**src/include/sram_ctl_pkg.sv**
```systemverilog
package sram_ctl_pkg;
    // Geometry
    localparam int ADDR_W = 21;
    localparam int LANES = 8;
    localparam int LANE_W = 9;
    localparam int BURST_W = 2;
    // Values after reset
    localparam logic [1:0] BURST_OFS_RST = 2'h0;
    // Burst order strap levels
    localparam logic ORDER_INTERLEAVED = 1'b1;
    localparam logic ORDER_LINEAR = 1'b0;
endpackage

```
**src/hw/sync_sram_control_inputs.sv**
```systemverilog
`timescale 1ns/100ps
// Overview of operation
// - The full address, two low bits too, is captured and picks the word.
// - Each lane write select is active low and sampled on the edge.
// - Lane write select n governs only data byte n and parity bit n.
// - A lane is written only with both the write request and its select.
// - The write request is active low and taken only on qualified edges.
// - Advance/load high on a qualified edge steps the burst counter while selected.
// - Advance/load low on a qualified edge loads the presented address if all selects are active, else deselects.
// - Inputs are captured on the clock; an edge is ignored if unqualified.
// - The first select is active low, sampled and joined with the others.
// - The second select is active high; selection needs all three active.
// - The third select is active low and sampled for the same decision.
// - A high qualifier does not deselect; address, burst and select state hold meanwhile, and the access pulses drop.
// - Strap high gives interleaved order, low gives linear; nothing pulls a floating strap high.
module sync_sram_control_inputs #(
    parameter int ADDR_W = sram_ctl_pkg::ADDR_W,
    parameter int LANES = sram_ctl_pkg::LANES
) (
    input wire logic core_clk,
    input wire logic rst,
    input wire logic [ADDR_W-1:2] addr_upper,
    input wire logic addr_bit_one,
    input wire logic addr_bit_zero,
    input wire logic [LANES-1:0] lane_write_sel_n,
    input wire logic write_req_n,
    input wire logic advance_or_load,
    input wire logic clock_qualifier_low,
    input wire logic select_low_first,
    input wire logic select_high_second,
    input wire logic select_low_third,
    input wire logic burst_order_strap,
    output logic [ADDR_W-1:0] access_addr,
    output logic access_valid,
    output logic access_write,
    output logic [LANES-1:0] lane_write_en,
    output logic selected
);
    // Width of all pins packed for the synchroniser
    localparam int PIN_W = ADDR_W + LANES + 7;

    // All state: synchroniser stages, burst tracking and output pulses
    typedef struct packed {
        logic [PIN_W-1:0] meta; // First synchroniser stage
        logic [PIN_W-1:0] sync; // Second synchroniser stage
        logic [ADDR_W-1:0] base; // Loaded address; low bits start burst
        logic [1:0] ofs; // Low address bits now presented
        logic [1:0] cnt; // Burst position since the load
        logic sel; // Device selected
        logic wr; // Loaded access is a write
        logic mode; // Latched burst order
        logic mode_taken; // Strap already latched
        logic valid; // Access pulse
        logic wr_pulse; // Write pulse
        logic [LANES-1:0] lane_en; // Lane write pulse
    } state_s;

    state_s st_q;
    state_s st_d;

    // Synchronised pin fields, read from the second stage only
    logic [ADDR_W-1:0] s_addr;
    logic [LANES-1:0] s_lane_sel_n;
    logic s_write_n;
    logic s_advance;
    logic s_qual_n;
    logic s_sel1_n;
    logic s_sel2;
    logic s_sel3_n;
    logic s_mode;

    assign {s_addr, s_lane_sel_n, s_write_n, s_advance, s_qual_n, s_sel1_n,
        s_sel2, s_sel3_n, s_mode} = st_q.sync;

    // Next state: capture, load, advance, deselect, stall and reset
    always_comb begin
        logic all_sel;
        logic [1:0] step_cnt;
        all_sel = 1'b0;
        step_cnt = 2'h0;
        st_d = st_q;

        // Pins pass two flops before any logic reads them
        st_d.meta = {addr_upper, addr_bit_one, addr_bit_zero,
            lane_write_sel_n, write_req_n, advance_or_load,
            clock_qualifier_low, select_low_first, select_high_second,
            select_low_third, burst_order_strap};
        st_d.sync = st_q.meta;

        // Access pulses last one cycle
        st_d.valid = 1'b0;
        st_d.wr_pulse = 1'b0;
        st_d.lane_en = '0;

        // Strap caught once, from an already flushed synchroniser
        if (!st_q.mode_taken) begin
            st_d.mode = s_mode;
            st_d.mode_taken = 1'b1;
        end

        // Three-way select decision
        all_sel = !s_sel1_n && s_sel2 && !s_sel3_n;

        // Next burst position, wrapping within four
        step_cnt = st_q.cnt + 2'h1;

        // Edge ignored while qualifier high; address, burst and select state held, pulses cleared
        if (!s_qual_n) begin
            if (!s_advance) begin
                if (all_sel) begin
                    // Load new access
                    st_d.base = s_addr;
                    st_d.ofs = s_addr[1:0];
                    st_d.cnt = 2'h0;
                    st_d.sel = 1'b1;
                    st_d.wr = !s_write_n; // Write only on low request
                    st_d.valid = 1'b1;
                    st_d.wr_pulse = !s_write_n;
                    // Lane n follows its own select only
                    st_d.lane_en = {LANES{!s_write_n}} & ~s_lane_sel_n;
                end else begin
                    // Deselect, no access
                    st_d.sel = 1'b0;
                    st_d.wr = 1'b0;
                end
            end else if (st_q.sel) begin
                // Step burst counter in strap order
                st_d.cnt = step_cnt;
                if (st_q.mode == sram_ctl_pkg::ORDER_INTERLEAVED) begin
                    st_d.ofs = st_q.base[1:0] ^ step_cnt;
                end else begin
                    st_d.ofs = st_q.base[1:0] + step_cnt;
                end
                st_d.valid = 1'b1;
                st_d.wr_pulse = st_q.wr;
                // Burst keeps its type; lanes follow new selects
                st_d.lane_en = {LANES{st_q.wr}} & ~s_lane_sel_n;
            end
        end

        // Synchronous reset; synchroniser runs on so pins are flushed
        if (rst) begin
            st_d.base = '0;
            st_d.ofs = sram_ctl_pkg::BURST_OFS_RST;
            st_d.cnt = 2'h0;
            st_d.sel = 1'b0;
            st_d.wr = 1'b0;
            st_d.mode = sram_ctl_pkg::ORDER_INTERLEAVED;
            st_d.mode_taken = 1'b0;
            st_d.valid = 1'b0;
            st_d.wr_pulse = 1'b0;
            st_d.lane_en = '0;
        end
    end

    // State register, loaded on every edge
    always_ff @(posedge core_clk) begin
        st_q <= st_d;
    end

    // Outputs straight from the state flops
    assign access_addr = {st_q.base[ADDR_W-1:2], st_q.ofs};
    assign access_valid = st_q.valid;
    assign access_write = st_q.wr_pulse;
    assign lane_write_en = st_q.lane_en;
    assign selected = st_q.sel;

    property p_stall_hold;
        @(posedge core_clk) disable iff (rst)
        s_qual_n |=> (st_q.ofs == $past(st_q.ofs)) && !access_valid;
    endproperty
    a_stall_hold: assert property (p_stall_hold)
        else $error("State moved on a stalled edge");

    property p_write_needs_req;
        @(posedge core_clk) disable iff (rst)
        (lane_write_en != '0) |-> access_write;
    endproperty
    a_write_needs_req: assert property (p_write_needs_req)
        else $error("Lane write without write request");

    property p_deselect;
        @(posedge core_clk) disable iff (rst)
        (!s_qual_n && !s_advance && !(!s_sel1_n && s_sel2 && !s_sel3_n))
        |=> !access_valid && !selected;
    endproperty
    a_deselect: assert property (p_deselect)
        else $error("Access started while deselected");

    property p_load;
        @(posedge core_clk) disable iff (rst)
        (!s_qual_n && !s_advance && !s_sel1_n && s_sel2 && !s_sel3_n)
        |=> access_valid && (access_addr == $past(s_addr));
    endproperty
    a_load: assert property (p_load)
        else $error("Presented address not loaded");

    property p_lane_map;
        @(posedge core_clk) disable iff (rst)
        (!s_qual_n && !s_advance && !s_sel1_n && s_sel2 && !s_sel3_n
        && !s_write_n)
        |=> lane_write_en == ~$past(s_lane_sel_n);
    endproperty
    a_lane_map: assert property (p_lane_map)
        else $error("Lane enables do not match selects");

    property p_no_write_high;
        @(posedge core_clk) disable iff (rst)
        (!s_qual_n && !s_advance && s_write_n) |=> !access_write;
    endproperty
    a_no_write_high: assert property (p_no_write_high)
        else $error("Write begun with request high");

    property p_advance_low_bits;
        @(posedge core_clk) disable iff (rst)
        (!s_qual_n && s_advance && st_q.sel) |=> access_valid
        && (access_addr[ADDR_W-1:2] == $past(st_q.base[ADDR_W-1:2]))
        && (access_addr[1:0] != $past(st_q.ofs));
    endproperty
    a_advance_low_bits: assert property (p_advance_low_bits)
        else $error("Advance did not step only low bits");

    property p_linear_step;
        @(posedge core_clk) disable iff (rst)
        (!s_qual_n && s_advance && st_q.sel && st_q.mode == 1'b0)
        |=> access_addr[1:0] == $past(st_q.ofs) + 2'h1;
    endproperty
    a_linear_step: assert property (p_linear_step)
        else $error("Linear order step wrong");

    // Interleaved order: start bits xor the burst position
    property p_interleave_step;
        @(posedge core_clk) disable iff (rst)
        (!s_qual_n && s_advance && st_q.sel && st_q.mode == 1'b1)
        |=> access_addr[1:0]
        == ($past(st_q.base[1:0]) ^ ($past(st_q.cnt) + 2'h1));
    endproperty
    a_interleave_step: assert property (p_interleave_step)
        else $error("Interleaved order step wrong");

    c_write: cover property (@(posedge core_clk) disable iff (rst)
        access_write);
    c_burst: cover property (@(posedge core_clk) disable iff (rst)
        access_valid ##1 access_valid ##1 access_valid);
    c_stall: cover property (@(posedge core_clk) disable iff (rst)
        selected ##1 s_qual_n [*3]);
endmodule

```
**config.mk**
```make
export PLATFORM = sky130hd
export DESIGN_NAME = sync_sram_control_inputs
export DESIGN_NICKNAME = d
export VERILOG_FILES = /design/src/include/sram_ctl_pkg.sv /design/src/hw/sync_sram_control_inputs.sv
export SDC_FILE = /design/constraint.sdc
export NUM_CORES = 1
export LEC_CHECK = 0
export ABC_AREA = 1
export BUFFER_PORTS_ARGS = -buffer_cell sky130_fd_sc_hd__buf_2
export CAP_MARGIN = 20
export CORE_MARGIN = 8
export CORE_UTILIZATION = 56
export CTS_CLUSTER_SIZE = 14
export DETAILED_ROUTE_END_ITERATION = 6
export PLACE_DENSITY = 0.82
export SLEW_MARGIN = 10
export SYNTH_ARGS = -nofsm -noshare
export SYNTH_HDL_FRONTEND = slang
export SYNTH_SLANG_ARGS = --single-unit
```
**constraint.sdc**
```tcl
create_clock -name core_clk -period 2 [get_ports core_clk]
set_clock_uncertainty 0.05 [all_clocks]
set_input_delay 0.1 -clock core_clk [delete_from_list [all_inputs] [get_ports core_clk]]
set_output_delay 0.1 -clock core_clk [all_outputs]
set_load 0.01 [all_outputs]
```
# Word-level counts from Yosys, hierarchy flattened
# Cells that the tools add are included.
[word_totals] regBits=111 out_inout_bits=32 elab_cells=39
[op_classes] addsub=2 n_eq_ne=1 n_mux=8 bitwise_logic=6 reduce_logical=10
[op_table] operator="$mux 10" n=3
[op_table] operator="$and 8x8->8" n=2
[op_table] operator="$mux 4" n=3
[op_table] operator="$not 8->8" n=1
[op_table] operator="$reduce_and 3->1" n=2
[op_table] operator="$mux 2" n=2
[op_table] operator="$logic_not 1->1" n=3
[op_table] operator="$add 2x1->2 const B" n=1
[op_table] operator="$add 2x2->2" n=1
[op_table] operator="$logic_and 1x1->1" n=2
[op_table] operator="$ne 2x2->1 const B" n=1
[op_table] operator="$not 1->1" n=2
[op_table] operator="$reduce_and 2->1" n=1
[op_table] operator="$reduce_bool 2->1" n=1
[op_table] operator="$reduce_or 2->1" n=1
[op_table] operator="$xor 2x2->2" n=1

# Depth between registers and ports, before layout
[logic_depth] ltp_word=5 mapped_depth=8 mapped_depth_nobuf=8

# Worst setup path before layout
# Ideal clock, no wire load.
[synth_timing] path_kind="register -> register" start="register st_q, in the netlist s_sel3_n" end="register st_q, in the netlist access_addr[10]" setup_time_ns=0.132 arrival_ns=0.957 required_time_ns=1.818 path_slack_ns=0.861 path_stages_with_launch=6 period_less_slack_ns=1.139 path_cell_list="dfxtp_1 nor3b_4 nand2_4 buf_4 nand2_1 a21oi_1"
[synth_between] elab_chain_cells=3
[synth_lines] item="from (decl)" line_no="sync_sram_control_inputs.sv:58" rtl="state_s st_q;"
[synth_lines] item="from (signal assigned)" line_no="sync_sram_control_inputs.sv:158" rtl="st_q <= st_d;"
[synth_lines] item="$logic_not 1->1" line_no="sync_sram_control_inputs.sv:102" rtl="all_sel = !s_sel1_n && s_sel2 && !s_sel3_n;"
[synth_lines] item="$logic_and 1x1->1" line_no="sync_sram_control_inputs.sv:102"
[synth_lines] item="$reduce_and 3->1 (no line)"
# Every way passes these cells.
# A chain may end at the register's enable or synchronous reset.

# Final worst setup path
[layout_timing] start="register st_q, in the netlist s_sel3_n" end="register st_q[15] (netlist bit)"
[layout_between] elab_chain_cells=4
[layout_lines] item="$logic_not 1->1" line_no="sync_sram_control_inputs.sv:102"
[layout_lines] item="$logic_and 1x1->1" line_no="sync_sram_control_inputs.sv:102"
[layout_lines] item="$reduce_bool 2->1 (no line)"
[layout_lines] item="$reduce_and 3->1 (no line)"
# Every way passes these cells.

==> flow_summary.json <==
{
  "status": "finished clean",
  "path_max_fanout": 25,
  "grt_pass1_wl_mm": 9.56,
  "route.detailed.drc": 0,
  "max_freq_mhz": 644,
  "hold_viol": 0,
  "hold_class": "primary input to flop",
  "synth_seq_cells": 111,
  "final_nets": 398,
  "final-max-slew-violation-count": 0,
  "grt_antenna_before_repair": 0,
  "antenna_cells": 0,
  "synth_area_leader_cell": "dfxtp_1",
  "finalCritPeriodShare_pct": 77.6,
  "ir_worst_vdd_mv": 0.598,
  "io_pins": 70,
  "vias": 1991,
  "final_layout_size_suffix_gt1_share_pct": 25.8,
  "yosysUniqueCellTypes": 19,
  "grt_use_total_pct": 14.7,
  "tritoncts": "yes",
  "path_class": "flop to flop",
  "final_cell_count_no_fill": 436,
  "critPathMaxStageDelay_ns": 0.39,
  "synthesis.area_sq_um": 3110,
  "drtIter0Drc": 94,
  "die_h_um": 90.6,
  "place_congestion": 0.762,
  "io_buffers": 69,
  "crit_buf_inv": 1,
  "swShare_pct": 20.9,
  "start_kind": "flop",
  "finalSetupViolCount": 0,
  "leakage_nw": 1.75,
  "dpl.cell_count": 384,
  "synth_warnings": 0,
  "path_delay_family": "simple AND/OR/NAND/NOR gates",
  "synth_top_area_share_pct": 71.4,
  "seq_power_share_pct": 61.1,
  "firstDrtPassIters": 4,
  "power.density_nw_per_um2": 988,
  "hpwl_mm": 3.66,
  "rsz0062_at_grt": "false",
  "crit_chain": "nor3b_4 > nand2_4 > nand2_2 > inv_1 > nand2_1 > a21oi_1",
  "synth.area.top_cells": "dfxtp_1 (71%), buf_4 (8.0%), nand2_1 (4.7%), a21oi_1 (4.3%), nand3_1 (3.9%)",
  "fillerInstances": 388,
  "critPathCaptureType": "flop",
  "arrival_ns": 1.72,
  "max-slew-margin-rel_pct": 66.0,
  "worst_ep_required_time_ns": 2.17,
  "p_clk_share_pct": 34.8,
  "cp_slowest_cell": "nor3b_4",
  "post_cts_buffers": 0,
  "cts-buffers-inserted": 9,
  "multi_input_area_sq_um": 581,
  "grt_pass1_vias": 2083,
  "area_delta_synth_final_pct": 24.0,
  "syn_inst": 279,
  "comb_power_share_pct": 4.2,
  "seq_area_frac_synth_pct": 71.4,
  "die_area_sq_um": 8200,
  "tns_ns": 0,
  "num_rows": 27,
  "min_period_ns": 1.55,
  "seq_area_sq_um": 2220,
  "grt_overflow": 0,
  "h-tree-depth": 3,
  "clock_latency_ns": 0.36,
  "final_antenna_net_count": 0,
  "start_util_pct": 57.2,
  "switchingPower_mw": 0.798,
  "drt-wirelength-per-cell_um": 13.2,
  "viasPerCell": 4.57,
  "core_area_sq_um": 5440,
  "p_int_mw": 3.02,
  "max_cap_violations": 0,
  "tightest_slew_ns": 0.510,
  "die_w_um": 90.6,
  "synth_nets": 318,
  "cts.sinks": 111,
  "clk_pin_slew_ns": 0.09,
  "finalWirelength_mm": 5.76,
  "synth.avg_cell_area_sq_um": 11.2,
  "grt_max_degree": 27,
  "cts_root_buf": "clkbuf_8",
  "cts_max_path_buffers": 2
}
## synth_stat cells
| master | instances |
|---|---|
| clkbuf_1 | 3 |
| nor2_4 | 1 |
| dfxtp_1 | 111 |
| nor2_1 | 13 |
| nand2_2 | 3 |
| nand3_1 | 24 |
| buf_2 | 2 |
| nand2_4 | 1 |
| o211ai_1 | 1 |
| a21oi_1 | 27 |
| nand3b_1 | 2 |
| or2_2 | 1 |
| o21ai_2 | 1 |
| o21ai_0 | 4 |
| inv_1 | 11 |
| ha_1 | 1 |
| nor3b_4 | 1 |
| nand2_1 | 39 |
| buf_4 | 33 |
## power by group through the flow
stage / clock (mW) / sequential (mW) / combinational, mW
final: 1.33 / 2.33 / 0.160
after CTS: 1.36 / 2.33 / 0.159
after global placement: 0 / 2.38 / 0.100
after detailed placement: 0 / 2.38 / 0.105
after global routing: 1.45 / 2.34 / 0.174
after floorplan: 0 / 2.37 / 0.0621
## sequential cells by signal (all words and copies together) (netlist names)
signal and flops:
st_d 36, access_addr 21, s_addr 21, lane_write_en 8, s_lane_sel_n 8, st_q 7, access_valid 1, access_write 1
s_advance 1, s_mode 1, s_qual_n 1, s_sel1_n 1, s_sel2 1, s_sel3_n 1, s_write_n 1, selected 1
## cells in the final DEF (no fill, tap or decap), drive strengths merged
| master | n |
|---|---|
| a21oi | 27 |
| buf | 71 |
| bufinv | 1 |
| clkbuf | 11 |
| clkinv | 3 |
| dfxtp | 111 |
| dlygate4sd3 | 36 |
| ha | 1 |
| inv | 12 |
| nand2 | 43 |
| nand3 | 24 |
| nand3b | 2 |
| nor2 | 14 |
| nor3b | 1 |
| o211ai | 1 |
| o21ai | 5 |
| or2 | 1 |
## metrics by stage
step / power (mW) / util [%] / area [sq um] / hold slack, ns / setup slack (ns)
2_1_floorplan: 2.43 / - / 3110 / 0.0777 / 0.861
3_3_place_gp: 2.48 / 60.6 / 3290 / 0.152 / 0.559
3_5_place_dp: 2.48 / 60.6 / 3290 / 0.154 / 0.465
4_1_cts: 3.85 / 71.0 / 3860 / 0.131 / 0.458
5_1_grt: 3.96 / 71.0 / 3860 / 0.133 / 0.310
6_report: 3.81 / 71.0 / 3860 / 0.146 / 0.447
## metal layers
| metal | share of wire, % | vias to the layer above | GRT usage, % |
|---|---|---|---|
| met2 | 54 | 63 | 26.7 |
| li1 | - | 1019 | - |
| met3 | 5.0 | 9 | 4.74 |
| met4 | 2.5 | 0 | 8.60 |
| met1 | 39 | 900 | 14.2 |
| met5 | 0 | - | 0 |
## final cells by class
type | count | share of cell area, %
inverters | 11 | 1.07
clock inverters | 5 | 1.69
well taps | 72 | 2.33
flip-flops and latches | 111 | 57.6
clock buffers | 11 | 3.66
repair buffers | 107 | 18.7
multi-input cells | 119 | 15.0
## path summary, 6_finish.rpt
check | startpoint | end | slack (ns) | cells past startpoint
min reg2reg | st_d[64] | s_addr[10] | 0.28 | 0
max | s_sel3_n | st_q[15] | 0.45 | 6
min | rst | access_valid | 0.15 | 2
max reg2reg | s_sel3_n | st_q[15] | 0.45 | 6
## logic make-up (layout without fill, tap and decap cells)
family          after synthesis  after routing  synth area share (%)
fa+ha+maj                     1              1                 0.402
flops                       111            111                  71.4
simple gates                 85             85                  12.7
compound gates               33             33                  5.51
buf+inv                      49            134                  9.97
## timing repair
action,in CTS,in global routing
setup endpoints to repair,0,0
endpoints found under the hold margin,36,0
hold buffers,36,0
gates resized for setup,0,0
No activity file was read; power rests on OpenSTA's default activity.
